===== config.mk =====
export PLATFORM = sky130hd
export DESIGN_NAME = dma_stream_control
export DESIGN_NICKNAME = d
export VERILOG_FILES = /design/src/rtl/dma_stream_pkg.sv /design/src/rtl/stream_fifo_if.sv /design/src/rtl/stream_fifo.sv /design/src/rtl/bus_port.sv /design/src/rtl/dma_stream_control.sv
export SDC_FILE = /design/constraint.sdc
export NUM_CORES = 1
export LEC_CHECK = 0
export BUFFER_PORTS_ARGS = -buffer_cell sky130_fd_sc_hd__buf_2
export CORE_ASPECT_RATIO = 1.5
export CORE_UTILIZATION = 57
export DETAILED_ROUTE_END_ITERATION = 10
export GPL_ROUTABILITY_DRIVEN = 1
export HOLD_SLACK_MARGIN = 0.03
export PLACE_DENSITY = 0.85
export SYNTH_ARGS = -nofsm -noshare
export SYNTH_HDL_FRONTEND = slang
export SYNTH_SLANG_ARGS = --single-unit

===== constraint.sdc =====
create_clock -name clk_sys_i -period 3.49 [get_ports clk_sys_i]
set_input_delay 0.1745 -clock clk_sys_i [delete_from_list [all_inputs] [get_ports clk_sys_i]]
set_output_delay 0.1745 -clock clk_sys_i [all_outputs]
set_load 0.01 [all_outputs]

===== src/rtl/dma_stream_pkg.sv =====
// Shared constants and types of the single-stream transfer controller
package dma_stream_pkg;

   // ----------------------------------------------------------------
   // Widths
   // ----------------------------------------------------------------
   localparam int DATA_W = 32;
   localparam int ADDR_W = 32;
   localparam int CNT_W = 16;
   localparam int FIFO_DEPTH = 4;
   localparam int LVL_W = 3;
   localparam int PTR_W = 2;
   localparam int FLAG_W = 2;

   // ----------------------------------------------------------------
   // Transfer modes, flag positions, reset values
   // ----------------------------------------------------------------
   localparam logic [1:0] MODE_P2M = 2'h0;
   localparam logic [1:0] MODE_M2P = 2'h1;
   localparam logic [1:0] MODE_M2M = 2'h2;

   localparam int FLAG_DONE_BIT = 0;
   localparam int FLAG_FERR_BIT = 1;

   localparam logic [ADDR_W-1:0] ADDR_STEP = 32'h0000_0004;
   localparam logic [ADDR_W-1:0] ADDR_RST = 32'h0000_0000;
   localparam logic [DATA_W-1:0] DATA_RST = 32'h0000_0000;
   localparam logic [CNT_W-1:0] COUNT_RST = 16'h0000;
   localparam logic [CNT_W-1:0] COUNT_ONE = 16'h0001;
   localparam logic [LVL_W-1:0] LVL_ONE = 3'h1;
   localparam logic [LVL_W-1:0] LVL_FULL = 3'h4;
   localparam logic [LVL_W-1:0] THRESH_RST = 3'h4;
   localparam logic [PTR_W-1:0] PTR_ONE = 2'h1;

   // ----------------------------------------------------------------
   // Stream sequencer states, one-hot
   // ----------------------------------------------------------------
   typedef enum logic [2:0] {
      ST_IDLE = 3'h1,
      ST_RUN = 3'h2,
      ST_DRAIN = 3'h4
   } state_type;

endpackage : dma_stream_pkg


===== src/rtl/stream_fifo_if.sv =====
// Handshake bundle between the stream sequencer and its data FIFO
`timescale 1ns/1ps
interface stream_fifo_if;
   logic push;
   logic [dma_stream_pkg::DATA_W-1:0] push_data;
   logic pop;
   logic [dma_stream_pkg::DATA_W-1:0] pop_data;
   logic flush;
   logic [dma_stream_pkg::LVL_W-1:0] level;
   logic full;
   logic empty;

   modport fifo (input push, push_data, pop, flush,
                 output pop_data, level, full, empty);
   modport user (output push, push_data, pop, flush,
                 input pop_data, level, full, empty);
endinterface : stream_fifo_if


===== src/rtl/stream_fifo.sv =====
// Four-word data FIFO that sits between the two bus ports of a stream
`timescale 1ns/1ps
module stream_fifo (
   input wire logic clk_sys_i,        // system clock
   input wire logic resetn_i,         // async reset, active low
   stream_fifo_if.fifo fifo_port      // push, pop and status
);

   logic [dma_stream_pkg::DATA_W-1:0] mem [dma_stream_pkg::FIFO_DEPTH];
   logic [dma_stream_pkg::PTR_W-1:0] wr_ptr;
   logic [dma_stream_pkg::PTR_W-1:0] rd_ptr;
   logic [dma_stream_pkg::LVL_W-1:0] level;
   logic do_push;
   logic do_pop;

   // Overflow and underflow are dropped, never corrupt the pointers
   assign do_push = fifo_port.push && (level != dma_stream_pkg::LVL_FULL);
   assign do_pop = fifo_port.pop && (level != '0);

   assign fifo_port.pop_data = mem[rd_ptr];
   assign fifo_port.level = level;
   assign fifo_port.full = (level == dma_stream_pkg::LVL_FULL);
   assign fifo_port.empty = (level == '0);

   always_ff @(posedge clk_sys_i) begin
      if (do_push) begin
         mem[wr_ptr] <= fifo_port.push_data;
      end
   end

   always_ff @(posedge clk_sys_i or negedge resetn_i) begin
      if (!resetn_i) begin
         wr_ptr <= '0;
         rd_ptr <= '0;
         level <= '0;
      end else if (fifo_port.flush) begin
         wr_ptr <= '0;
         rd_ptr <= '0;
         level <= '0;
      end else begin
         if (do_push) begin
            wr_ptr <= wr_ptr + dma_stream_pkg::PTR_ONE;
         end
         if (do_pop) begin
            rd_ptr <= rd_ptr + dma_stream_pkg::PTR_ONE;
         end
         if (do_push && !do_pop) begin
            level <= level + dma_stream_pkg::LVL_ONE;
         end else if (do_pop && !do_push) begin
            level <= level - dma_stream_pkg::LVL_ONE;
         end
      end
   end

endmodule : stream_fifo


===== src/rtl/bus_port.sv =====
// One master port: holds a single beat until the slave acknowledges
`timescale 1ns/1ps
module bus_port (
   input wire logic clk_sys_i,                          // system clock
   input wire logic resetn_i,                           // async reset
   input wire logic start_i,                            // launch a beat
   input wire logic write_i,                            // beat direction
   input wire logic [dma_stream_pkg::ADDR_W-1:0] addr_i, // beat address
   input wire logic [dma_stream_pkg::DATA_W-1:0] wdata_i, // write data
   input wire logic ack_i,                              // slave accepts
   input wire logic [dma_stream_pkg::DATA_W-1:0] rdata_i, // slave data
   output logic req_o,                                  // beat pending
   output logic write_o,                                // 1 write
   output logic [dma_stream_pkg::ADDR_W-1:0] addr_o,    // address
   output logic [dma_stream_pkg::DATA_W-1:0] wdata_o,   // write data
   output logic done_o,                                 // beat finished
   output logic [dma_stream_pkg::DATA_W-1:0] rdata_o    // captured data
);

   always_ff @(posedge clk_sys_i or negedge resetn_i) begin
      if (!resetn_i) begin
         req_o <= 1'b0;
         write_o <= 1'b0;
         addr_o <= dma_stream_pkg::ADDR_RST;
         wdata_o <= dma_stream_pkg::DATA_RST;
      end else if (start_i && !req_o) begin
         req_o <= 1'b1;
         write_o <= write_i;
         addr_o <= addr_i;
         wdata_o <= wdata_i;
      end else if (req_o && ack_i) begin
         req_o <= 1'b0;
      end
   end

   always_ff @(posedge clk_sys_i or negedge resetn_i) begin
      if (!resetn_i) begin
         done_o <= 1'b0;
         rdata_o <= dma_stream_pkg::DATA_RST;
      end else begin
         done_o <= req_o && ack_i;
         if (req_o && ack_i && !write_o) begin
            rdata_o <= rdata_i;
         end
      end
   end

endmodule : bus_port


===== src/rtl/dma_stream_control.sv =====
// Single stream of a dual-port transfer controller: sequencing and flags
`timescale 1ns/1ps

// Behaviour
// - On bit keeps reading 1 after a disable until the stream stopped.
// - Early disable or interruption sets the transfer-done flag.
// - Peripheral request with no prefetched data raises fifo-error flag.
// - Memory-to-memory normal mode sets transfer-done when counter hits 0.
// - Re-enabling a finished memory-to-memory stream reloads last count.
// - Burst with a fixed address locks out other streams.
// - Stopped stream leaves untransferred item count in the counter.
// - Port directions follow the transfer mode.
// - Peripheral port on requests, except M2M where it runs unrequested; memory port on threshold or direct.
// - Memory-to-peripheral prefetches one item or up to four words.
// - Stream owns a four-word FIFO between the two ports.
module dma_stream_control (
   input wire logic clk_sys_i,                        // 40 MHz clock
   input wire logic resetn_i,                         // async, active low
   // stream_config_reg write port
   input wire logic cfg_wr_i,                         // config write
   input wire logic cfg_on_i,                         // on bit value
   input wire logic [1:0] cfg_mode_i,                 // transfer mode
   input wire logic cfg_direct_i,                     // 1 direct mode
   input wire logic [2:0] fifo_threshold_i,           // words, 1 to 4
   input wire logic periph_addr_step_i,               // periph increment
   input wire logic mem_addr_step_i,                  // memory increment
   input wire logic cfg_burst_i,                      // burst beats
   input wire logic [31:0] periph_addr_i,             // periph start addr
   input wire logic [31:0] mem_addr_i,                // memory start addr
   // item_count_reg write port
   input wire logic count_wr_i,                       // count write
   input wire logic [15:0] count_i,                   // items to move
   // low_flag_clear_reg write port
   input wire logic low_flag_clear_wr_i,              // clear write
   input wire logic [1:0] low_flag_clear_i,           // 1 clears a flag
   input wire logic periph_req_i,                     // peripheral request
   // Memory port
   output logic mem_req_o,                            // beat pending
   output logic mem_write_o,                          // 1 write
   output logic [31:0] mem_addr_o,                    // address
   output logic [31:0] mem_wdata_o,                   // write data
   input wire logic mem_ack_i,                        // slave accepts
   input wire logic [31:0] mem_rdata_i,               // read data
   // Peripheral port
   output logic periph_req_o,                         // beat pending
   output logic periph_write_o,                       // 1 write
   output logic [31:0] periph_addr_o,                 // address
   output logic [31:0] periph_wdata_o,                // write data
   input wire logic periph_ack_i,                     // slave accepts
   input wire logic [31:0] periph_rdata_i,            // read data
   // Status
   output logic stream_on_o,                          // on bit readback
   output logic [15:0] remaining_item_counter_o,      // items left
   output logic transfer_done_flag_o,                 // low_status_reg
   output logic fifo_error_flag_o,                    // low_status_reg
   output logic bus_lock_o                            // hold arbitration
);

   // ----------------------------------------------------------------
   // Stream state
   // ----------------------------------------------------------------
   dma_stream_pkg::state_type state;
   logic [1:0] mode;
   logic direct;
   logic [2:0] threshold;
   logic pstep;
   logic mstep;
   logic burst;
   logic [15:0] reload_count;
   logic [15:0] fetch_left;
   logic [31:0] paddr;
   logic [31:0] maddr;

   logic p_done;
   logic m_done;
   logic [31:0] p_rdata;
   logic [31:0] m_rdata;
   logic p_launch;
   logic m_launch;
   logic p_rd;
   logic enable_req;
   logic stop_req;
   logic drained;
   logic [15:0] start_count;
   logic [2:0] m2p_cap;

   stream_fifo_if fifo_bus ();

   stream_fifo u_fifo (
      .clk_sys_i (clk_sys_i),
      .resetn_i (resetn_i),
      .fifo_port (fifo_bus)
   );

   // ----------------------------------------------------------------
   // Launch decisions
   // ----------------------------------------------------------------
   // Peripheral port writes only in M2P
   assign p_rd = (mode != dma_stream_pkg::MODE_M2P);
   assign enable_req = cfg_wr_i && cfg_on_i &&
                       (state == dma_stream_pkg::ST_IDLE);
   assign stop_req = cfg_wr_i && !cfg_on_i &&
                     (state == dma_stream_pkg::ST_RUN);
   assign m2p_cap = direct ? dma_stream_pkg::LVL_ONE :
                    dma_stream_pkg::LVL_FULL;

   // Re-enabling an exhausted M2M stream reuses the last programmed count
   assign start_count =
      (remaining_item_counter_o == dma_stream_pkg::COUNT_RST &&
       cfg_mode_i == dma_stream_pkg::MODE_M2M) ?
      reload_count : remaining_item_counter_o;

   // One peripheral beat at a time
   always_comb begin
      p_launch = 1'b0;
      if (state == dma_stream_pkg::ST_RUN && !periph_req_o && !p_done &&
          remaining_item_counter_o != dma_stream_pkg::COUNT_RST) begin
         if (mode == dma_stream_pkg::MODE_M2M) begin
            p_launch = !fifo_bus.full;
         end else if (mode == dma_stream_pkg::MODE_P2M) begin
            p_launch = periph_req_i && !fifo_bus.full;
         end else begin
            p_launch = periph_req_i && !fifo_bus.empty;
         end
      end
   end

   // Memory port: prefetch in M2P, threshold or direct drain otherwise
   always_comb begin
      m_launch = 1'b0;
      if (!mem_req_o && !m_done) begin
         if (mode == dma_stream_pkg::MODE_M2P) begin
            m_launch = (state == dma_stream_pkg::ST_RUN) &&
                       fetch_left != dma_stream_pkg::COUNT_RST &&
                       fifo_bus.level < m2p_cap;
         end else if (!fifo_bus.empty) begin
            if (direct || state == dma_stream_pkg::ST_DRAIN) begin
               m_launch = 1'b1;
            end else begin
               m_launch = fifo_bus.level >= threshold;
            end
         end
      end
   end

   // Stream may close once no beat is outstanding and the FIFO is empty, except in M2P
   assign drained = !periph_req_o && !mem_req_o && !p_done && !m_done &&
                    (mode == dma_stream_pkg::MODE_M2P || fifo_bus.empty);

   // ----------------------------------------------------------------
   // FIFO connections
   // ----------------------------------------------------------------
   // Prefetched data is discarded when an M2P stream closes
   assign fifo_bus.push = p_rd ? p_done : m_done;
   assign fifo_bus.push_data = p_rd ? p_rdata : m_rdata;
   assign fifo_bus.pop = p_rd ? m_launch : p_launch;
   assign fifo_bus.flush = (state == dma_stream_pkg::ST_DRAIN) && drained &&
                           (mode == dma_stream_pkg::MODE_M2P);

   // ----------------------------------------------------------------
   // Bus ports
   // ----------------------------------------------------------------
   bus_port u_periph_port (
      .clk_sys_i (clk_sys_i),
      .resetn_i (resetn_i),
      .start_i (p_launch),
      .write_i (!p_rd),
      .addr_i (paddr),
      .wdata_i (fifo_bus.pop_data),
      .ack_i (periph_ack_i),
      .rdata_i (periph_rdata_i),
      .req_o (periph_req_o),
      .write_o (periph_write_o),
      .addr_o (periph_addr_o),
      .wdata_o (periph_wdata_o),
      .done_o (p_done),
      .rdata_o (p_rdata)
   );

   bus_port u_mem_port (
      .clk_sys_i (clk_sys_i),
      .resetn_i (resetn_i),
      .start_i (m_launch),
      .write_i (p_rd),
      .addr_i (maddr),
      .wdata_i (fifo_bus.pop_data),
      .ack_i (mem_ack_i),
      .rdata_i (mem_rdata_i),
      .req_o (mem_req_o),
      .write_o (mem_write_o),
      .addr_o (mem_addr_o),
      .wdata_o (mem_wdata_o),
      .done_o (m_done),
      .rdata_o (m_rdata)
   );

   // ----------------------------------------------------------------
   // Sequencer and on bit
   // ----------------------------------------------------------------
   always_ff @(posedge clk_sys_i or negedge resetn_i) begin
      if (!resetn_i) begin
         state <= dma_stream_pkg::ST_IDLE;
         stream_on_o <= 1'b0;
      end else begin
         case (state)
            dma_stream_pkg::ST_IDLE: begin
               if (enable_req) begin
                  state <= dma_stream_pkg::ST_RUN;
                  stream_on_o <= 1'b1;
               end
            end
            dma_stream_pkg::ST_RUN: begin
               // Count exhausted or software disable: finish beats first
               if (stop_req || remaining_item_counter_o ==
                   dma_stream_pkg::COUNT_RST) begin
                  state <= dma_stream_pkg::ST_DRAIN;
               end
            end
            dma_stream_pkg::ST_DRAIN: begin
               if (drained) begin
                  state <= dma_stream_pkg::ST_IDLE;
                  stream_on_o <= 1'b0;
               end
            end
            default: begin
               state <= dma_stream_pkg::ST_IDLE;
               stream_on_o <= 1'b0;
            end
         endcase
      end
   end

   // ----------------------------------------------------------------
   // Configuration, taken only while the stream is off
   // ----------------------------------------------------------------
   always_ff @(posedge clk_sys_i or negedge resetn_i) begin
      if (!resetn_i) begin
         mode <= dma_stream_pkg::MODE_P2M;
         direct <= 1'b1;
         threshold <= dma_stream_pkg::THRESH_RST;
         pstep <= 1'b0;
         mstep <= 1'b0;
         burst <= 1'b0;
      end else if (cfg_wr_i && state == dma_stream_pkg::ST_IDLE) begin
         mode <= cfg_mode_i;
         direct <= cfg_direct_i;
         threshold <= fifo_threshold_i;
         pstep <= periph_addr_step_i;
         mstep <= mem_addr_step_i;
         burst <= cfg_burst_i;
      end
   end

   // ----------------------------------------------------------------
   // Item counter; left untouched on a stop so software can resume
   // ----------------------------------------------------------------
   always_ff @(posedge clk_sys_i or negedge resetn_i) begin
      if (!resetn_i) begin
         remaining_item_counter_o <= dma_stream_pkg::COUNT_RST;
         reload_count <= dma_stream_pkg::COUNT_RST;
      end else if (state == dma_stream_pkg::ST_IDLE) begin
         if (count_wr_i) begin
            remaining_item_counter_o <= count_i;
            reload_count <= count_i;
         end else if (enable_req) begin
            remaining_item_counter_o <= start_count;
         end
      end else if (p_done) begin
         remaining_item_counter_o <= remaining_item_counter_o -
                                     dma_stream_pkg::COUNT_ONE;
      end
   end

   // Prefetch budget: M2P never reads past the items still owed
   always_ff @(posedge clk_sys_i or negedge resetn_i) begin
      if (!resetn_i) begin
         fetch_left <= dma_stream_pkg::COUNT_RST;
      end else if (enable_req) begin
         fetch_left <= start_count;
      end else if (m_launch && mode == dma_stream_pkg::MODE_M2P) begin
         fetch_left <= fetch_left - dma_stream_pkg::COUNT_ONE;
      end
   end

   // ----------------------------------------------------------------
   // Addresses, reloaded at every enable so a resume may move them
   // ----------------------------------------------------------------
   always_ff @(posedge clk_sys_i or negedge resetn_i) begin
      if (!resetn_i) begin
         paddr <= dma_stream_pkg::ADDR_RST;
         maddr <= dma_stream_pkg::ADDR_RST;
      end else if (enable_req) begin
         paddr <= periph_addr_i;
         maddr <= mem_addr_i;
      end else begin
         if (p_launch && pstep) begin
            paddr <= paddr + dma_stream_pkg::ADDR_STEP;
         end
         if (m_launch && mstep) begin
            maddr <= maddr + dma_stream_pkg::ADDR_STEP;
         end
      end
   end

   // ----------------------------------------------------------------
   // Flags: a set in the clearing cycle wins
   // ----------------------------------------------------------------
   always_ff @(posedge clk_sys_i or negedge resetn_i) begin
      if (!resetn_i) begin
         transfer_done_flag_o <= 1'b0;
      end else if (state == dma_stream_pkg::ST_DRAIN && drained) begin
         transfer_done_flag_o <= 1'b1;
      end else if (low_flag_clear_wr_i &&
                   low_flag_clear_i[dma_stream_pkg::FLAG_DONE_BIT]) begin
         transfer_done_flag_o <= 1'b0;
      end
   end

   always_ff @(posedge clk_sys_i or negedge resetn_i) begin
      if (!resetn_i) begin
         fifo_error_flag_o <= 1'b0;
      end else if (state == dma_stream_pkg::ST_RUN &&
                   mode == dma_stream_pkg::MODE_M2P && periph_req_i &&
                   !periph_req_o && !p_done && fifo_bus.empty) begin
         fifo_error_flag_o <= 1'b1;
      end else if (low_flag_clear_wr_i &&
                   low_flag_clear_i[dma_stream_pkg::FLAG_FERR_BIT]) begin
         fifo_error_flag_o <= 1'b0;
      end
   end

   // Fixed-address bursts keep the stream's grant for its whole life
   always_ff @(posedge clk_sys_i or negedge resetn_i) begin
      if (!resetn_i) begin
         bus_lock_o <= 1'b0;
      end else begin
         bus_lock_o <= burst && (!pstep || !mstep) &&
                       (state != dma_stream_pkg::ST_IDLE) &&
                       !(state == dma_stream_pkg::ST_DRAIN && drained);
      end
   end

endmodule : dma_stream_control


==> impl_metrics.json, run 1 <==
{
  "antenna_left": 0,
  "skew_ns": 0.0301,
  "yosysUniqueCellTypes": 71,
  "drt-pass1-iter-count": 7,
  "grt_start_max_net_pins": 121,
  "r2r_slack_ns": 0.16,
  "place.gp.congestion": 0.964,
  "p_leak_nw": 11.3,
  "cts_root_buf": "clkbuf_16",
  "path_cells": "nor2b_1 -> o2111a_1 -> o211a_4 -> nand4_1 -> xor2_1 -> o21ai_0",
  "max-vdd-ir-drop_v": 0.000619,
  "ys.warnings.count": 0,
  "htreeDepth": 2,
  "worstPathArrival_ns": 3.72,
  "tightest_slew_ns": 1.03,
  "numPortBuffers": 315,
  "via_per_inst": 5.97,
  "drv_cap": 0,
  "min_period_ns": 3.33,
  "multi_input_area_um2": 7390,
  "grt_pass1_wl_um": 91900,
  "synth_edf_count": 128,
  "grt_usage_pct": 33.6,
  "cts_buffers": 43,
  "clock_latency_ns": 0.56,
  "vias": 16000,
  "end_kind": "flip-flop",
  "fp.dieH_um": 232,
  "ys_seq_area_share_pct": 60.8,
  "rows": 83,
  "status": "finished clean",
  "seq_area_um2": 12200,
  "crit_type": "reg2reg",
  "powerDensity_nw_per_um2": 780,
  "hold_violations": 0,
  "drtIter0Drc": 1386,
  "worstSetupStartpointType": "flip-flop",
  "cts-resized-gates": 0,
  "slew_headroom_pct": 31.6,
  "drc": 0,
  "rsz0062_at_grt": "false",
  "antenna_found_initial": 2,
  "placed_cells": 2434,
  "avgSynthCellArea_um2": 11.8,
  "dieArea_um2": 35900,
  "finalMaxSlewViolations": 0,
  "area_growth_pct": 26.1,
  "syn-num-nets": 1878,
  "cts_sinks": 461,
  "min-delay-path-class": "in2reg",
  "clock_path_buffers": 3,
  "routed_wl_um": 58600,
  "cp.required_ns": 3.87,
  "dpl_cell_area_um2": 22200,
  "wl_per_cell_um": 21.9,
  "grt_overflow_total": 0,
  "die_width_um": 155,
  "synth-async-reset-ratio_pct": 72.2,
  "fin_area_um2": 25200,
  "dp_hpwl_um": 35400,
  "finalSetupViolCount": 0,
  "crit_buf_inv": 0,
  "initial_core_util_pct": 58.2,
  "core_um2": 34400,
  "clk_pin_slew_ns": 0.07,
  "final_cells": 2676,
  "io_pins": 316,
  "ys_ff_latch": 461,
  "fin_crit_sh_pct": 95.5,
  "grt_pass1_vias": 16800,
  "critPathMaxFanout": 55,
  "r2r_start": "state[1]",
  "layout-drive-gt1-share_pct": 28.0,
  "fillers": 2095,
  "slowest_stage": "o211a_4",
  "startpoint": "state[1]",
  "synthCells": 1701,
  "tritoncts": "built",
  "maxClockFrequency_mhz": 300,
  "ys_dominant_reg_cell": "dfrtp_1",
  "hold_start": "cfg_wr_i",
  "cpPeakStageDelay_ns": 0.79,
  "fin_setup_tns_ns": 0,
  "final_nets": 2349,
  "cp_top_family": "compound AO/OA/AOI/OAI gates",
  "netlist_area_um2": 20000
}
[metrics by stage]
stage	power, mW	util, %	hold WS [ns]	setup WS (ns)
floorplan	12.1	-	-0.121	0.703
global placement	14.2	64.7	0.340	0.402
detailed placement	14.5	64.7	0.344	0.282
CTS	19.4	73.4	0.0311	0.249
global route	20.6	73.4	0.0859	0.00978
finish	19.7	73.4	0.0685	0.156
[cells by family after synthesis]
| logic type | synth area share [%] |
|---|---|
| AO/OA/AOI/OAI | 5.61 |
| XOR/XNOR | 3.32 |
| adder cells (fa/ha/maj) | 0.850 |
| buffers and inverters | 2.40 |
| flip-flops | 60.8 |
| multiplexers | 11.9 |
| AND/OR/NAND/NOR | 15.1 |
[power breakdown]
| part | internal (mW) | leakage [nW] | total (mW) | switching (mW) |
|---|---|---|---|---|
| Combinational | 2.65 | 5.28 | 6.30 | 3.65 |
| Clock | 2.63 | 0.683 | 4.77 | 2.14 |
| Sequential | 7.33 | 5.34 | 8.62 | 1.30 |
| Total | 12.6 | 11.3 | 19.7 | 7.09 |
[worst paths after layout]
path / endpoint / cells after the start
worst min register to register: u_mem_port.wdata_o[8] / 2
min in group asynchronous: u_mem_port.rdata_o[28] / 2
max in group asynchronous: u_periph_port.addr_o[17] / 3
worst min-delay path: state[1] / 4
worst max-delay path: paddr[20] / 6
worst max register to register: paddr[20] / 6
[cells in the mapped netlist, types with 12 or more instances]
library cell	instances	area [um2]
nand3_1	21	105
a21oi_1	36	180
clkbuf_1	48	180
nand4_1	18	113
nor4_1	14	87.6
xnor2_1	63	552
buf_1	12	45.0
dfrtp_1	330	8260
edfxtp_1	128	3840
buf_2	18	90.1
inv_1	28	105
ha_1	12	150
o21ai_0	70	350
mux4_2	32	721
mux2i_1	12	120
nand2_1	458	1720
mux2_2	136	1530
and3_1	12	75.1
nor2_1	55	206
nor3_1	33	165
[layout make-up]
class / instances / area share (%)
clock buffer: 54 / 4.63
timing repair buffer: 510 / 14.1
clock inverter: 26 / 0.957
sequential: 461 / 48.3
inverter: 28 / 0.416
tap: 467 / 2.31
antenna: 2 / 0.0198
multi-input combinational: 1128 / 29.3
[state kept, by name, indices dropped and copies added, names as in the netlist, 2 cells and up]
register,cells
u_mem_port.wdata_o,32
u_fifo.rd_ptr,2
u_periph_port.wdata_o,32
u_mem_port.addr_o,32
state,3
u_periph_port.addr_o,32
u_fifo.mem,128
u_fifo.wr_ptr,2
u_periph_port.rdata_o,32
mode,2
remaining_item_counter_o,16
maddr,32
u_fifo.fifo_port.level,3
reload_count,16
fetch_left,16
u_mem_port.rdata_o,32
paddr,32
threshold,3
[cell usage in the layout (no fill, tap or decap), drive strengths merged, types with 7 or more instances in the layout]
cell         instances
nand2b               8
nor2b                7
clkbuf              54
nor3b                9
dlygate4sd3        160
nor4                19
ha                  12
xnor2               64
mux4                32
and3                12
a21oi               36
nor4b                9
or3                  7
dfrtp              330
a21o                 8
mux2               136
nand2              458
xor2                11
inv                 29
clkinv              16
edfxtp             128
mux2i               12
o211ai              10
nor2                55
o21ai               76
nand4               18
nor3                33
and2                11
nand3               21
buf                350
[layer usage]
metal	part of all wire [%]	global-route usage, %	routed length [um]	vias to the layer above
li1	-	-	-	6888
met4	6.8	21.3	4010	0
met5	0	0	0	-
met3	6.6	5.07	3900	267
met2	52	59.3	30400	911
met1	35	37.8	20300	7915
[worst reg2reg max path, delay by kind of cell, from the launching register on]
kind | cells | cell delay [ns]
AOI/OAI and AO/OA | 3 | 1.83
xor gates and xnor gates | 1 | 0.21
DFF | 1 | 0.50
and+or+nand+nor | 2 | 0.62
[repair_timing]
action,in CTS,in global routing
buffers inserted,0,0
hold buffers,160,0
hold endpoints to repair,279,0
No activity file was read; power rests on OpenSTA's default activity.
==> run 2: changes to the inputs <==
--- a/config.mk
+++ b/config.mk
@@ -12,6 +12,7 @@
 export GPL_ROUTABILITY_DRIVEN = 1
 export HOLD_SLACK_MARGIN = 0.03
 export PLACE_DENSITY = 0.85
+export SETUP_SLACK_MARGIN = 0.3
 export SYNTH_ARGS = -nofsm -noshare
 export SYNTH_HDL_FRONTEND = slang
 export SYNTH_SLANG_ARGS = --single-unit
==> run 2 against run 1 <==
Combinational power is 2% higher; power is 0.56% higher; wire length increased by 2.0%; sequential share of layout area is 0.093 points lower; maximum frequency up 7.4%; clock power is essentially flat; global-route usage is essentially flat; sequential power about the same; critical path type unchanged; register-to-register slack better by 0.23 ns; critical path depth stayed put.
==> impl_metrics.json, run 2 (synthesis results as in run 1) <==
{
  "worstPathArrival_ns": 3.48,
  "path_cells": "nor2b_1 -> o2111a_1 -> o211a_4 -> nand4_1 -> xor2_1 -> o21ai_0",
  "powerDensity_nw_per_um2": 783,
  "status": "finished clean",
  "slowest_stage": "o2111a_1",
  "antenna_found_initial": 2,
  "finalSetupViolCount": 0,
  "grtUsageMet1_pct": 37.8,
  "rsz0062_at_grt": "true",
  "final_cell_mix": "nand2_1 (458), dfrtp_1 (329), buf_2 (314), dlygate4sd3_1 (160), mux2_2 (136)",
  "grt_pass1_vias": 16800,
  "clkPwrFrac_pct": 24.1,
  "fin_crit_sh_pct": 88.9,
  "final_common_cell": "nand2_1",
  "placed_cells": 2434,
  "fp.dieH_um": 232,
  "vias": 16000,
  "wl_per_cell_um": 22.3,
  "met2_usage_pct": 59.3,
  "largest-register": "u_fifo.mem",
  "dpl_worst_slack_ns": 0.282,
  "grt_usage_pct": 33.6,
  "core_um2": 34400,
  "area_growth_pct": 26.3,
  "io_pins": 316,
  "finalMaxSlewViolations": 0,
  "routed_wl_um": 59800,
  "timing.final.ws_setup_ns": 0.387,
  "p_switching_mw": 7.17,
  "clock_latency_ns": 0.57,
  "cts_root_buf": "clkbuf_16",
  "max-vdd-ir-drop_v": 0.000620,
  "use_met3_pct": 5.07,
  "initial_core_util_pct": 58.2,
  "cpPeakStageDelay_ns": 0.61,
  "slew_headroom_pct": 21.5,
  "rows": 83,
  "cts_buffers": 43,
  "die_width_um": 155,
  "drt-pass1-iter-count": 5,
  "clk_pin_slew_ns": 0.07,
  "antenna_left": 0,
  "tritoncts": "built",
  "dp_hpwl_um": 35400,
  "tightest_slew_ns": 1.18,
  "share_seq_of_total_power_pct": 43.6,
  "maxClockFrequency_mhz": 322,
  "crit_type": "reg2reg",
  "final_cells": 2681,
  "critPathMaxFanout": 28,
  "htreeDepth": 2,
  "via_per_inst": 5.98,
  "min-delay-path-class": "in2reg",
  "grt_start_max_net_pins": 121,
  "skew_ns": 0.0323,
  "grt_overflow_total": 0,
  "crit_buf_inv": 0,
  "drv_cap": 0,
  "end_kind": "flip-flop",
  "drc": 0,
  "grt_pass1_wl_um": 91900,
  "dieArea_um2": 35900,
  "fin_setup_tns_ns": 0,
  "drtIter0Drc": 1410,
  "min_period_ns": 3.10,
  "cp_top_family": "compound AO/OA/AOI/OAI gates",
  "place.gp.congestion": 0.964,
  "hold_violations": 0,
  "largest_reg_flops": 128,
  "numPortBuffers": 315,
  "p_comb_share_pct": 32.4,
  "clock_path_buffers": 3,
  "gr-max-usage-layer": "met2",
  "worstSetupStartpointType": "flip-flop",
  "layout-drive-gt1-share_pct": 28.2,
  "p_leak_nw": 11.3,
  "p_sw_share_pct": 36.2,
  "cts_sinks": 461,
  "final_nets": 2354,
  "cell_internal_pwr_mw": 12.6,
  "cp.required_ns": 3.87
}
==> run 2: cell types whose count changed in the layout (fill, tap and decap cells not counted), sizes merged <==
cell   change
buf        +3
nor2       +1
o211a      +1
==> run 2: stage by stage <==
step / hold WS (ns) / utilization, % / area, um2 / power, mW
2_1_floorplan: -0.121 / - / 20000 / 12.1
3_3_place_gp: 0.340 / 64.7 / 22200 / 14.2
3_5_place_dp: 0.344 / 64.7 / 22200 / 14.5
4_1_cts: 0.0311 / 73.4 / 25200 / 19.4
5_1_grt: 0.0859 / 73.6 / 25300 / 20.7
6_report: 0.0670 / 73.6 / 25300 / 19.8
==> run 2: final timing paths <==
path                                       startpoint                       end  slack (ns)  depth (start not counted)
worst max register to register               state[1]                 paddr[20]        0.39                          6
worst min register to register  u_mem_port.wdata_o[0]     u_mem_port.wdata_o[0]        0.47                          2
min in group asynchronous                    resetn_i     u_mem_port.rdata_o[1]        0.30                          2
worst min-delay path                         cfg_wr_i                  state[1]        0.07                          4
worst max-delay path                         state[1]                 paddr[20]        0.39                          6
max in group asynchronous                    resetn_i  u_periph_port.addr_o[24]        2.23                          3
==> run 2: worst register-to-register path, cell delays in order (launching register included) <==
cell,delay [ns]
dfrtp_1,0.49
nor2b_1,0.34
o2111a_1,0.61
o211a_4,0.58
nand4_1,0.21
xor2_1,0.19
o21ai_0,0.51
==> run 2: layout make-up <==
cell class                      count  area (um2)
Sequential cell                   461       12200
Fill cell                        2082        9080
Multi-Input combinational cell   1130        7410
Timing Repair Buffer              513        3590
Clock buffer                       54        1170
Tap cell                          467         584
Clock inverter                     26         241
Inverter                           28         105
Antenna cell                        2        5.00
==> run 2: routing by layer <==
| layer | part of all wire (%) | wire length (um) |
|---|---|---|
| met1 | 35 | 20600 |
| met2 | 52 | 31100 |
| met3 | 6.7 | 3980 |
| met4 | 6.8 | 4090 |
| met5 | 0 | 0 |
==> run 2: repair_timing <==
action                                 in CTS  in global routing
buffers inserted                            1                  2
gates resized for setup                     0                  3
hold buffers                              160                  0
setup endpoints to repair                   1                 68
cloned                                      0                  2
endpoints found under the hold margin     279                  0
pin swaps                                   1                  4
==> run 2: power by group through the flow <==
stage          Sequential (mW)  Combinational (mW)  Clock, mW
3_3_place_gp              8.48                5.69          0
4_1_cts                   8.52                6.15       4.77
2_1_floorplan             8.59                3.56          0
3_5_place_dp              8.59                5.92          0
5_1_grt                   8.77                6.92       5.00
6_report                  8.63                6.41       4.77
